<file path="config.mk">
export PLATFORM = sky130hd
export DESIGN_NAME = utf_uart
export DESIGN_NICKNAME = d
export VERILOG_FILES = /design/src/utf_fifo.v /design/src/utf_uart.v
export VERILOG_INCLUDE_DIRS = /design/src
export SDC_FILE = /design/constraint.sdc
export NUM_CORES = 1
export LEC_CHECK = 0
export BUFFER_PORTS_ARGS = -buffer_cell sky130_fd_sc_hd__buf_4
export CAP_MARGIN = 20
export CORE_UTILIZATION = 44
export CTS_CLUSTER_DIAMETER = 60
export DETAILED_ROUTE_END_ITERATION = 7
export PLACE_DENSITY_LB_ADDON = 0.2
export REMOVE_ABC_BUFFERS = 1
export SETUP_SLACK_MARGIN = 0.02
export SYNTH_ARGS = -nofsm -noshare
export SYNTH_HDL_FRONTEND = slang
export SYNTH_HIERARCHICAL = 1
export SYNTH_SLANG_ARGS = --single-unit
</file>
<file path="constraint.sdc">
create_clock -name clk_i -period 5.1 [get_ports clk_i]
set_input_delay 0.255 -clock clk_i [delete_from_list [all_inputs] [get_ports clk_i]]
set_output_delay 0.255 -clock clk_i [all_outputs]
set_load 0.005 [all_outputs]
</file>
<file path="src/utf_defs.vh">
// constants used by the uart event block; its fifo uses none of them
// assumes a 32-bit classic wishbone slave and one 200 MHz clock
`ifndef UTF_DEFS_VH
`define UTF_DEFS_VH
// register byte offsets
`define UTF_ADR_DATA 4'h0
`define UTF_ADR_CTRL 4'h4
`define UTF_ADR_STAT 4'h8
`define UTF_ADR_DIV 4'hc
// control field positions
`define UTF_CTL_FEN 0
`define UTF_CTL_TRG_LO 1
`define UTF_CTL_TRG_HI 2
`define UTF_CTL_PEN 3
// status field positions
`define UTF_ST_THRE 0
`define UTF_ST_RXRDY 1
`define UTF_ST_ERR 2
`define UTF_ST_OVR 3
`define UTF_ST_TXFULL 4
`define UTF_ST_CNT_LO 8
`define UTF_ST_CNT_HI 12
// data read field positions
`define UTF_RD_FERR 8
`define UTF_RD_PERR 9
// reset values
`define UTF_CTL_RST 4'h0
`define UTF_DIV_RST 16'h006c
// receive trigger levels in bytes
`define UTF_TRG_00 5'h01
`define UTF_TRG_01 5'h04
`define UTF_TRG_10 5'h08
`define UTF_TRG_11 5'h0e
// oversampling: last of 16 baud clock ticks per bit, mid-bit sample point
`define UTF_OS_LAST 4'hf
`define UTF_OS_MID 4'h7
// frame bit counts with and without parity
`define UTF_BITS_PAR 4'hb
`define UTF_BITS_NOPAR 4'ha
// bit index just past the last data bit of a frame
`define UTF_DATA_END 4'h9
`endif

</file>
<file path="src/utf_fifo.v">
// synchronous fifo with valid/ready on both sides and a fill count
// assumes one clock and a synchronous active-high reset
`timescale 1ns/1ps
module utf_fifo #(
    parameter DW = 10,
    parameter DEPTH = 16,
    parameter AW = 4
) (
    input wire clk_i, // system clock
    input wire rst_i, // synchronous reset
    input wire in_valid_i, // write request
    output wire in_ready_o, // space available
    input wire [DW-1:0] in_data_i, // write data
    output wire out_valid_o, // data available
    input wire out_ready_i, // read acknowledge
    output wire [DW-1:0] out_data_o, // head data
    output wire [AW:0] count_o // words held
);
    reg [DW-1:0] mem [0:DEPTH-1];
    reg [AW-1:0] wr_ff;
    reg [AW-1:0] rd_ff;
    reg [AW:0] cnt_ff;
    wire do_wr;
    wire do_rd;

    function [AW-1:0] ptr_inc;
        input [AW-1:0] p;
        begin
            if (p == DEPTH[AW-1:0] - {{(AW-1){1'b0}}, 1'b1})
                ptr_inc = {AW{1'b0}};
            else
                ptr_inc = p + {{(AW-1){1'b0}}, 1'b1};
        end
    endfunction

    assign in_ready_o = (cnt_ff != DEPTH[AW:0]);
    assign out_valid_o = (cnt_ff != {(AW+1){1'b0}});
    assign out_data_o = mem[rd_ff];
    assign count_o = cnt_ff;
    assign do_wr = in_valid_i & in_ready_o;
    assign do_rd = out_ready_i & out_valid_o;

    always @(posedge clk_i) begin
        if (do_wr)
            mem[wr_ff] <= in_data_i;
    end

    always @(posedge clk_i) begin
        if (rst_i) begin
            wr_ff <= {AW{1'b0}};
            rd_ff <= {AW{1'b0}};
            cnt_ff <= {(AW+1){1'b0}};
        end else begin
            if (do_wr)
                wr_ff <= ptr_inc(wr_ff);
            if (do_rd)
                rd_ff <= ptr_inc(rd_ff);
            if (do_wr & ~do_rd)
                cnt_ff <= cnt_ff + {{AW{1'b0}}, 1'b1};
            else if (do_rd & ~do_wr)
                cnt_ff <= cnt_ff - {{AW{1'b0}}, 1'b1};
        end
    end
endmodule

</file>
<file path="src/utf_uart.v">
// uart with transmit holding/fifo and receive fifo event logic
// assumes a classic wishbone master, an asynchronous rx line and a dma
// controller that consumes the receive event pulse
//
// Contract
// - holding-empty interrupt whenever another byte fits; in fifo mode the code raises it only once the fifo is empty
// - move byte to shift register, then interrupt
// - fifo mode delays empty interrupt one baud
// - empty means holding empty, or fifo empty
// - fifo enable bit set selects fifo mode
// - one enable bit buffers both directions
// - trigger field 00b means one byte
// - receive event and receive interrupt both
// - detect framing and parity errors per byte
// - withhold dma event while fifo holds errors; code withholds it in fifo mode only
// - error interrupt as soon as detected; code sets it at the stop bit sample
//
// Local design decisions: the address map and the Wishbone register port.
`include "utf_defs.vh"
`timescale 1ns/1ps
module utf_uart #(
    parameter DEPTH = 16,
    parameter AW = 4
) (
    input wire clk_i, // 200 MHz clock
    input wire rst_i, // synchronous reset
    input wire wb_cyc_i, // wishbone cycle
    input wire wb_stb_i, // wishbone strobe
    input wire wb_we_i, // wishbone write
    input wire [3:0] wb_adr_i, // byte address
    input wire [3:0] wb_sel_i, // byte selects
    input wire [31:0] wb_dat_i, // write data
    output reg [31:0] wb_dat_o, // read data
    output reg wb_ack_o, // wishbone ack
    input wire rx_i, // serial input
    output reg tx_o, // serial output
    output reg thre_irq_o, // holding-empty interrupt
    output reg rx_irq_o, // receive data-ready interrupt
    output reg err_irq_o, // receive error interrupt
    output reg rx_event_o // dma receive event pulse
);
    reg [3:0] ctl_ff;
    reg [15:0] div_ff;
    reg [15:0] bdiv_ff;
    reg os_tick_ff;
    reg rx_s1_ff, rx_s2_ff;
    reg tx_busy_ff;
    reg [10:0] tx_shift_reg;
    reg [3:0] tx_bits_ff, tx_os_ff;
    reg thre_dly_ff;
    reg rx_busy_ff;
    reg [3:0] rx_bits_ff, rx_os_ff;
    reg [7:0] rx_data_ff;
    reg rx_perr_ff;
    reg [9:0] rx_hold_ff;
    reg rx_hold_vld_ff;
    reg ovr_ff;
    reg rx_lvl_ff;
    reg [AW:0] err_cnt_ff;
    wire fifo_mode;
    wire par_en;
    wire [3:0] nbits;
    wire req;
    wire [AW:0] tx_cnt, rx_cnt;
    wire tx_in_rdy, tx_vld, rx_in_rdy, rx_vld;
    wire [7:0] tx_holding_reg;
    wire [9:0] rx_head;
    wire tx_push, tx_pop, rx_push, rx_pop;
    wire tx_load;
    wire [AW:0] trig;
    wire rx_lvl;
    wire [AW:0] one;
    wire [7:0] nxt_rx_data;

    function [AW:0] trig_lvl;
        input [1:0] fld;
        begin
            case (fld)
                2'b00: trig_lvl = `UTF_TRG_00;
                2'b01: trig_lvl = `UTF_TRG_01;
                2'b10: trig_lvl = `UTF_TRG_10;
                default: trig_lvl = `UTF_TRG_11;
            endcase
        end
    endfunction

    // single enable bit selects fifo mode
    // same bit serves transmit and receive
    assign fifo_mode = ctl_ff[`UTF_CTL_FEN];
    assign par_en = ctl_ff[`UTF_CTL_PEN];
    assign nbits = par_en ? `UTF_BITS_PAR : `UTF_BITS_NOPAR;
    assign one = {{AW{1'b0}}, 1'b1};
    assign req = wb_cyc_i & wb_stb_i & ~wb_ack_o;

    // holding slot takes a byte only when free
    assign tx_push = req & wb_we_i & wb_sel_i[0] &
        (wb_adr_i == `UTF_ADR_DATA) &
        (fifo_mode ? tx_in_rdy : (tx_cnt == {(AW+1){1'b0}}));
    // head byte moves into the shift register
    assign tx_load = ~tx_busy_ff & tx_vld;
    assign tx_pop = tx_load;
    assign rx_pop = req & ~wb_we_i & (wb_adr_i == `UTF_ADR_DATA);
    assign rx_push = rx_hold_vld_ff &
        (fifo_mode ? rx_in_rdy : (rx_cnt == {(AW+1){1'b0}}));
    // trigger field picks level, 00b is one byte
    assign trig = fifo_mode ? trig_lvl(ctl_ff[`UTF_CTL_TRG_HI:
        `UTF_CTL_TRG_LO]) : one;
    assign rx_lvl = (rx_cnt >= trig);
    assign nxt_rx_data = {rx_s2_ff, rx_data_ff[7:1]};

    utf_fifo #(.DW(8), .DEPTH(DEPTH), .AW(AW)) u_txq (
        .clk_i(clk_i),
        .rst_i(rst_i),
        .in_valid_i(tx_push),
        .in_ready_o(tx_in_rdy),
        .in_data_i(wb_dat_i[7:0]),
        .out_valid_o(tx_vld),
        .out_ready_i(tx_pop),
        .out_data_o(tx_holding_reg),
        .count_o(tx_cnt)
    );

    utf_fifo #(.DW(10), .DEPTH(DEPTH), .AW(AW)) u_rxq (
        .clk_i(clk_i),
        .rst_i(rst_i),
        .in_valid_i(rx_push),
        .in_ready_o(rx_in_rdy),
        .in_data_i(rx_hold_ff),
        .out_valid_o(rx_vld),
        .out_ready_i(rx_pop),
        .out_data_o(rx_head),
        .count_o(rx_cnt)
    );

    // wishbone slave: ack one cycle after the request
    always @(posedge clk_i) begin
        if (rst_i) begin
            wb_ack_o <= 1'b0;
            wb_dat_o <= 32'h0000_0000;
            ctl_ff <= `UTF_CTL_RST;
            div_ff <= `UTF_DIV_RST;
        end else begin
            wb_ack_o <= req;
            wb_dat_o <= 32'h0000_0000;
            if (req & wb_we_i) begin
                if (wb_adr_i == `UTF_ADR_CTRL && wb_sel_i[0])
                    ctl_ff <= wb_dat_i[3:0];
                if (wb_adr_i == `UTF_ADR_DIV) begin
                    if (wb_sel_i[0])
                        div_ff[7:0] <= wb_dat_i[7:0];
                    if (wb_sel_i[1])
                        div_ff[15:8] <= wb_dat_i[15:8];
                end
            end else if (req) begin
                case (wb_adr_i)
                    `UTF_ADR_DATA: wb_dat_o[9:0] <= rx_vld ? rx_head :
                        10'h000;
                    `UTF_ADR_CTRL: wb_dat_o[3:0] <= ctl_ff;
                    `UTF_ADR_STAT: begin
                        wb_dat_o[`UTF_ST_THRE] <= thre_irq_o;
                        wb_dat_o[`UTF_ST_RXRDY] <= rx_irq_o;
                        wb_dat_o[`UTF_ST_ERR] <= err_irq_o;
                        wb_dat_o[`UTF_ST_OVR] <= ovr_ff;
                        wb_dat_o[`UTF_ST_TXFULL] <= fifo_mode ?
                            ~tx_in_rdy : tx_vld;
                        wb_dat_o[`UTF_ST_CNT_HI:`UTF_ST_CNT_LO] <= rx_cnt;
                    end
                    `UTF_ADR_DIV: wb_dat_o[15:0] <= div_ff;
                    default: wb_dat_o <= 32'h0000_0000;
                endcase
            end
        end
    end

    // baud clock: one enable pulse per divisor period
    always @(posedge clk_i) begin
        if (rst_i) begin
            bdiv_ff <= 16'h0000;
            os_tick_ff <= 1'b0;
        end else if (bdiv_ff >= div_ff) begin
            bdiv_ff <= 16'h0000;
            os_tick_ff <= 1'b1;
        end else begin
            bdiv_ff <= bdiv_ff + 16'h0001;
            os_tick_ff <= 1'b0;
        end
    end

    // transmitter: start, 8 data lsb first, optional even parity, stop
    always @(posedge clk_i) begin
        if (rst_i) begin
            tx_busy_ff <= 1'b0;
            tx_shift_reg <= 11'h7ff;
            tx_bits_ff <= 4'h0;
            tx_os_ff <= 4'h0;
            tx_o <= 1'b1;
        end else if (tx_load) begin
            tx_busy_ff <= 1'b1;
            tx_shift_reg <= {1'b1, par_en ? ^tx_holding_reg : 1'b1,
                tx_holding_reg, 1'b0};
            tx_bits_ff <= 4'h0;
            tx_os_ff <= 4'h0;
            tx_o <= 1'b0;
        end else if (tx_busy_ff & os_tick_ff) begin
            tx_os_ff <= tx_os_ff + 4'h1;
            if (tx_os_ff == `UTF_OS_LAST) begin
                tx_shift_reg <= {1'b1, tx_shift_reg[10:1]};
                tx_bits_ff <= tx_bits_ff + 4'h1;
                tx_o <= tx_shift_reg[1];
                if (tx_bits_ff + 4'h1 == nbits) begin
                    tx_busy_ff <= 1'b0;
                    tx_o <= 1'b1;
                end
            end
        end
    end

    // empty interrupt whenever the holding slot is free
    // fifo mode waits one baud clock after emptying
    // empty means holding slot or whole fifo empty
    always @(posedge clk_i) begin
        if (rst_i) begin
            thre_dly_ff <= 1'b0;
            thre_irq_o <= 1'b0;
        end else begin
            if (tx_vld)
                thre_dly_ff <= 1'b0;
            else if (os_tick_ff)
                thre_dly_ff <= 1'b1;
            thre_irq_o <= ~tx_vld & ~tx_push &
                (~fifo_mode | thre_dly_ff);
        end
    end

    // receiver: line passes two flip-flops first
    always @(posedge clk_i) begin
        if (rst_i) begin
            rx_s1_ff <= 1'b1;
            rx_s2_ff <= 1'b1;
        end else begin
            rx_s1_ff <= rx_i;
            rx_s2_ff <= rx_s1_ff;
        end
    end

    // stop bit checked for every byte, parity only when parity is enabled
    // error interrupt set when the stop bit is sampled
    always @(posedge clk_i) begin
        if (rst_i) begin
            rx_busy_ff <= 1'b0;
            rx_bits_ff <= 4'h0;
            rx_os_ff <= 4'h0;
            rx_data_ff <= 8'h00;
            rx_perr_ff <= 1'b0;
            rx_hold_ff <= 10'h000;
            rx_hold_vld_ff <= 1'b0;
            ovr_ff <= 1'b0;
            err_irq_o <= 1'b0;
        end else begin
            if (rx_push)
                rx_hold_vld_ff <= 1'b0;
            if (req & wb_we_i & wb_sel_i[0] &
                (wb_adr_i == `UTF_ADR_STAT)) begin
                if (wb_dat_i[`UTF_ST_ERR])
                    err_irq_o <= 1'b0;
                if (wb_dat_i[`UTF_ST_OVR])
                    ovr_ff <= 1'b0;
            end
            if (os_tick_ff) begin
                if (~rx_busy_ff) begin
                    if (~rx_s2_ff) begin
                        rx_busy_ff <= 1'b1;
                        rx_os_ff <= 4'h0;
                        rx_bits_ff <= 4'h0;
                        rx_perr_ff <= 1'b0;
                    end
                end else begin
                    rx_os_ff <= rx_os_ff + 4'h1;
                    if (rx_os_ff == `UTF_OS_MID) begin
                        rx_bits_ff <= rx_bits_ff + 4'h1;
                        if (rx_bits_ff == 4'h0) begin
                            if (rx_s2_ff)
                                rx_busy_ff <= 1'b0;
                        end else if (rx_bits_ff < `UTF_DATA_END) begin
                            rx_data_ff <= nxt_rx_data;
                        end else if (rx_bits_ff + 4'h1 < nbits) begin
                            rx_perr_ff <= ^rx_data_ff ^ rx_s2_ff;
                        end else begin
                            rx_busy_ff <= 1'b0;
                            // a new byte while one still waits is lost
                            if (rx_hold_vld_ff & ~rx_push) begin
                                ovr_ff <= 1'b1;
                            end else begin
                                rx_hold_vld_ff <= 1'b1;
                                rx_hold_ff <= {rx_perr_ff, ~rx_s2_ff,
                                    rx_data_ff};
                            end
                            if (rx_perr_ff | ~rx_s2_ff)
                                err_irq_o <= 1'b1;
                        end
                    end
                end
            end
        end
    end

    // data-ready level and dma event pulse
    // in fifo mode only, event held back while errored bytes sit in the fifo
    always @(posedge clk_i) begin
        if (rst_i) begin
            err_cnt_ff <= {(AW+1){1'b0}};
            rx_lvl_ff <= 1'b0;
            rx_irq_o <= 1'b0;
            rx_event_o <= 1'b0;
        end else begin
            if ((rx_push & (|rx_hold_ff[9:8])) &
                ~(rx_pop & rx_vld & (|rx_head[9:8])))
                err_cnt_ff <= err_cnt_ff + one;
            else if (~(rx_push & (|rx_hold_ff[9:8])) &
                (rx_pop & rx_vld & (|rx_head[9:8])))
                err_cnt_ff <= err_cnt_ff - one;
            rx_lvl_ff <= rx_lvl;
            rx_irq_o <= rx_lvl;
            rx_event_o <= rx_lvl & ~rx_lvl_ff &
                (~fifo_mode | (err_cnt_ff == {(AW+1){1'b0}}));
        end
    end
endmodule

</file>
### After elaboration in Yosys (flattened, before gate mapping)

Memory sizes are Yosys's and may differ from the RTL's. A register that Yosys moved wholly into a read port is not among the register bits.
Cells that the tools add are included.

| cells by class | value |
|---|---|
| $add $sub $neg | 15 |
| magnitude comparators | 4 |
| eq/ne operators | 19 |
| muxes and demuxes | 85 |
| bitwise gates (word level) | 55 |
| reduce and logical (&&, ||, !) cells | 36 |

Operator list:

| kind | count |
|---|---|
| two-way mux 1 bit | 56 |
| two-way mux 4 bit | 12 |
| two-way mux 10 bit | 4 |
| two-way mux 5 bit | 7 |
| adder 4 x 1 -> 4 bit (second input constant) | 8 |
| bitwise AND 1 bit | 29 |
| equality test 4 bit (second input constant) | 7 |
| inverter 1 bit | 22 |
| adder 16 x 1 -> 16 bit (second input constant) | 1 |
| greater-or-equal comparator 16 bit | 1 |
| one-hot mux 4 bit (4 select lines) | 1 |
| parity 8 bit | 2 |
| adder 5 x 1 -> 5 bit (second input constant) | 3 |
| zero test 5 bit | 3 |
| subtractor 5 x 1 -> 5 bit (second input constant) | 3 |
| one-hot mux 3 bit (2 select lines) | 2 |
| one-hot mux 4 bit (3 select lines) | 1 |
| AND reduction 3 bit | 4 |
| nonzero test 2 bit | 6 |
| OR reduction 2 bit | 6 |
| != test 5 bit (second input constant) | 2 |
| nonzero test 5 bit | 2 |
| equality test 4 x 3 -> 1 bit (second input constant) | 2 |
| zero test 4 bit | 2 |
| other kinds (20) | 28 |

| word-level totals | value |
|---|---|
| register bits | 158 |
| bits in writable memories | 288 |
| input bits | 46 |
| output and inout port bits | 38 |
| logic and storage cells | 252 |
| memories | 2 |

Memories:

| memory | words | bits a word | rd ports | clocked after Yosys merged registers in | write ports | line | RTL |
|---|---|---|---|---|---|---|---|
| u_rxq.mem | 16 | 10 | 1 | 1 | 1 | utf_fifo.v:19 | `reg [DW-1:0] mem [0:DEPTH-1];` |
| u_txq.mem | 16 | 8 | 1 | 1 | 1 | utf_fifo.v:19 |  |

### Depth between registers and ports, before layout

| logic depth | value |
|---|---|
| word-level depth | 13 |
| mapped depth | 14 |
| mapped depth without buffers | 14 |

### Modules after synthesis

Netlist, hierarchy kept.

Modules (own cells, without submodules):

| module | instances | cells an instance | area an instance (um2) | seq. area each (um2) |
|---|---|---|---|---|
| utf_fifo at u_rxq | 1 | 359 | 6,959.2 | 5,144.9 |
| utf_fifo at u_txq | 1 | 308 | 5,760.5 | 4,184.0 |
| utf_uart | 1 | 621 | 5,661.7 | 2,302.2 |

### Least setup slack after synthesis

Ideal clock, no wire load.

| timing | value |
|---|---|
| path type | flip-flop to flip-flop |
| start point | register u_txq.cnt_ff[0], in the netlist u_txq/count_o[0] |
| end point | register u_txq.cnt_ff[4], in the netlist u_txq/count_o[4] |
| library setup time | 121 ps |
| data arrival time | 3,294 ps |
| data required time | 4,979 ps |
| slack | 1,685 ps |
| cell stages (with the launch flop) | 13 |
| buffers on the path | 0 |
| clock period less this slack | 3,415 ps |
| cells stage by stage | dfxtp_1 > nor4_1 > nand2_1 > nand2_1 > a2111oi_0 > a21boi_2 > ha_1 > inv_1 > ha_1 > a21oi_1 > a211oi_1 > a31oi_1 > mux2_2 |

| on the way | value |
|---|---|
| cells in the longest elaborated chain, start to end | 7 |
| elaborated cells on any way between the ends | 17 |
| those cells by class | 2 x add/sub; 1 x eq/ne; 3 x mux; 8 x bitwise; 3 x reduce/logical |

Ends and longest elaborated chain:

| element | line | RTL |
|---|---|---|
| from (decl) | utf_fifo.v:22 | `reg [AW:0] cnt_ff;` |
| from (signal assigned) | utf_fifo.v:52 | `cnt_ff <= {(AW+1){1'b0}};` |
| from (signal assigned) | utf_fifo.v:59 | `cnt_ff <= cnt_ff + {{AW{1'b0}}, 1'b1};` |
| from (signal assigned) | utf_fifo.v:61 | `cnt_ff <= cnt_ff - {{AW{1'b0}}, 1'b1};` |
| != test 5 bit * | utf_fifo.v:36 | `assign in_ready_o = (cnt_ff != DEPTH[AW:0]);` |
| net tx_in_rdy | utf_uart.v:65 | `wire tx_in_rdy, tx_vld, rx_in_rdy, rx_vld;` |
| two-way mux 1 bit * | utf_uart.v:98 | `(fifo_mode ? tx_in_rdy : (tx_cnt == {(AW+1){1'b0}}));` |
| bitwise AND 1 bit * | utf_uart.v:96 | `assign tx_push = req & wb_we_i & wb_sel_i[0] &` |
| net tx_push | utf_uart.v:68 | `wire tx_push, tx_pop, rx_push, rx_pop;` |
| bitwise AND 1 bit * | utf_fifo.v:40 | `assign do_wr = in_valid_i & in_ready_o;` |
| net u_txq.do_wr | utf_fifo.v:23 | `wire do_wr;` |
| inverter 1 bit | utf_fifo.v:60 | `else if (do_rd & ~do_wr)` |
| bitwise AND 1 bit | utf_fifo.v:60 |  |
| nonzero test 2 bit (no source line) | n/a |  |

The timed path passes the listed nets; every way through them passes the cells marked *. The select of a mux whose other input is x is not followed.
A chain may end at the register's enable or synchronous reset.

==> impl_metrics.py <==
metrics = {
    "status": {
        "status": "finished, violations left",
        "violations": "DRC",
    },
    "sta": {
        "finalCritPeriodShare_pct": 75.0,
        "rsz0062_at_grt": "no",
        "holdWs_ns": 0.0490,
        "period_minus_slack_ns": 3.83,
        "worst_slack_ns": 1.27,
        "setup_viol": 0,
        "finClkSkew_ns": 0.0161,
        "hold_viol_final": 0,
        "setup-tns-final_ns": 0,
        "clock.fmax_mhz": 261,
        "slew_violations": 0,
        "worst_slew_pin_slew_ns": 0.980,
        "max_slew_margin_pct": 34.1,
    },
    "cells_and_area": {
        "utilization_pct": 50.8,
        "reg.largest.list": "u_rxq/mem (160), u_txq/mem (128)",
        "antennaDiodeCount": 0,
        "nets": 1454,
        "largest_reg_flops": 160,
        "drive_gt1_share_pct": 17.5,
        "areaGrowthSynthToFinish_pct": 13.4,
        "regMostFlops": "u_rxq/mem",
        "fill_cells": 3499,
    },
    "route": {
        "via_count": 10515,
        "vias_per_cell": 5.46,
        "totalWireLength_mm": 39.6,
        "drc": 5,
        "drt_first_pass_iters": 7,
        "wire_per_inst_um": 20.6,
        "drt-initial-drc-count": 707,
        "antenna_left": 0,
    },
    "synthesis": {
        "yosys.area.top_type": "edfxtp_1",
        "synth_warnings": 6,
        "ys_ff_latch": 437,
        "avgSynthCellArea_um2": 14.3,
        "yosysTopAreaCellShare_pct": 47.0,
        "syn_area_mm2": 0.0184,
        "synthTopCellsByCount": "288 x edfxtp_1, 149 x dfxtp_1, 109 x nor2_1, 88 x nand2_1, 72 x mux4_2",
        "postSynthCellCount": 1288,
        "ys.flop_type": "edfxtp_1",
        "ys_seq_area_share_pct": 63.3,
        "synth-async-reset-ratio_pct": 0,
        "yosysMostFrequentCell": "edfxtp_1",
        "ys_types": 82,
        "synthTopCellsByArea": "edfxtp_1 47%, dfxtp_1 16%, mux4_2 8.8%, ha_1 3.3%, nor2_1 2.2%",
        "synth_edf_count": 288,
    },
    "grt": {
        "grt_max_degree": 64,
        "gr-total-overflow": 0,
        "antenna_found_initial": 0,
        "grt_pass1_wl_mm": 60.5,
        "grt_use_total_pct": 19.0,
        "grt_pass1_vias": 10304,
    },
    "worst_setup_path": {
        "worst_path_dominant_cell_family": "compound AO/OA/AOI/OAI gates",
        "slowest_delay_ns": 0.69,
        "worst-r2r-setup-slack_ns": 1.27,
        "cpMostUsedCell": "a21oi_1",
        "crit_fanout": 16,
        "slowest_stage": "dfxtp_2",
        "startpoint_type": "flip-flop",
        "path_buf_inv": 1,
        "ff2ff_path_depth": 12,
        "crit_required_ns": 5.59,
        "r2r-end": "err_cnt_ff[4]",
        "cp-end-kind": "flip-flop",
        "endpoint": "err_cnt_ff[4]",
        "crit_cells": 12,
        "critPathArrivalTime_ns": 4.32,
        "critical_path_class": "flip-flop to flip-flop",
        "path_cells": "mux4_2, a22oi_1, nand2_1, o21ai_0, ha_1, inv_1, fa_1, a21o_1, a21oi_1, xnor2_1, or3_1, a21oi_1",
    },
    "clock_network": {
        "path_clk_slew_ns": 0.06,
        "clk_latency_ns": 0.58,
        "postCtsSetupBuffers": 0,
        "cts.sinks": 437,
        "cts_made_buffers": 46,
        "h-tree-depth": 2,
        "cts_tree": "done",
        "clock-root-buffer": "clkbuf_16",
        "cts_buffer_depth": 3,
    },
    "floorplanning": {
        "initial_utilization_pct": 44.8,
        "core_area_mm2": 0.0410,
        "die-width_um": 206,
        "boundaryPins": 84,
        "fp.dieH_um": 206,
        "rows": 74,
        "die_area_mm2": 0.0426,
    },
    "power": {
        "power.total_mw": 7.13,
        "peakVddDrop_mv": 0.262,
        "cellPowerDensity_mw_per_mm2": 342,
        "leakagePower_nw": 7.15,
    },
    "placement": {
        "portBuffers": 49,
        "hpwl_mm": 25.9,
        "gp_congestion": 0.776,
        "dp_slack_ns": 1.24,
    },
    "job": {
        "maxCapViolCount": 0,
    },
    "worst_hold_path": {
        "holdCritStartpoint": "wb_dat_i[4]",
        "hold_class": "primary input to flip-flop",
    },
}
## layer usage
layer  vias up  share of wire [%]  GRT usage, %
li1       5013                  -             -
met1      5210                 45          26.3
met2       228                 47          30.4
met3        64                4.4          2.92
met4         0                2.8          6.59
met5         -                  0             0
## layout make-up
cell class | instances | area [um2] | area share [%]
well taps | 532 | 666 | 3.19
inverters | 42 | 160 | 0.769
repair buffers | 77 | 601 | 2.88
multi-input cells | 753 | 6300 | 30.2
clock inverters | 27 | 231 | 1.11
flip-flops and latches | 437 | 11600 | 55.8
clock buffers | 59 | 1240 | 5.96
## how the worst min path moves through the flow
| stage | endpoint | slack (ns) | depth (start not counted) |
|---|---|---|---|
| after floorplan | rx_hold_ff[8] | 0.32 | 1 |
| after global placement | tx_shift_reg[7] | 0.43 | 2 |
| after detailed placement | tx_shift_reg[6] | 0.43 | 2 |
| after CTS | u_txq/mem[6][4] | 0.04 | 1 |
| after global routing | u_txq/mem[13][7] | 0.05 | 1 |
| final | u_txq/mem[12][4] | 0.05 | 1 |
## power breakdown
group	internal (mW)	switching, mW	leakage, nW
clock network	1.88	1.38	0.722
registers	3.75	0.00657	3.84
logic	0.0370	0.0701	2.59
## cell usage in the layout (no fill, tap or decap), types with 26 or more instances in the layout
master     synthesis  final
edfxtp_1         288    288
mux4_2            72     72
ha_1              48     48
inv_1             36     36
dfxtp_1          149    146
a22oi_1           42     42
mux2i_1           39     39
a21oi_1           40     40
nand2_1           88     88
nor2_1           109    109
clkbuf_16          0     47
xnor2_1           26     26
buf_4             18     68
## stage by stage
step	instances	area, um2
2_1_floorplan	1232	18100
3_3_place_gp	1831	19300
3_5_place_dp	1831	19300
4_1_cts	1926	20800
5_1_grt	1927	20800
6_report	1927	20800
## cells by family after synthesis
| family | count (synthesis) | synth area share [%] |
|---|---|---|
| muxes | 118 | 11.4 |
| other | 1 | 0.0204 |
| buffers and inverters | 113 | 2.88 |
| adders and majority gates | 51 | 3.59 |
| DFF | 437 | 63.3 |
| and+or+nand+nor | 335 | 9.13 |
| xor gates and xnor gates | 52 | 2.55 |
| AOI/OAI and AO/OA | 181 | 7.17 |
## timing repair
item                                    4_1_cts  5_1_grt
hold buffers                                  9        0
endpoints found under the setup margin        0        0
gates resized for setup                       0        0
hold endpoints to repair                      9        0
Power figures use the tool's default switching activity.
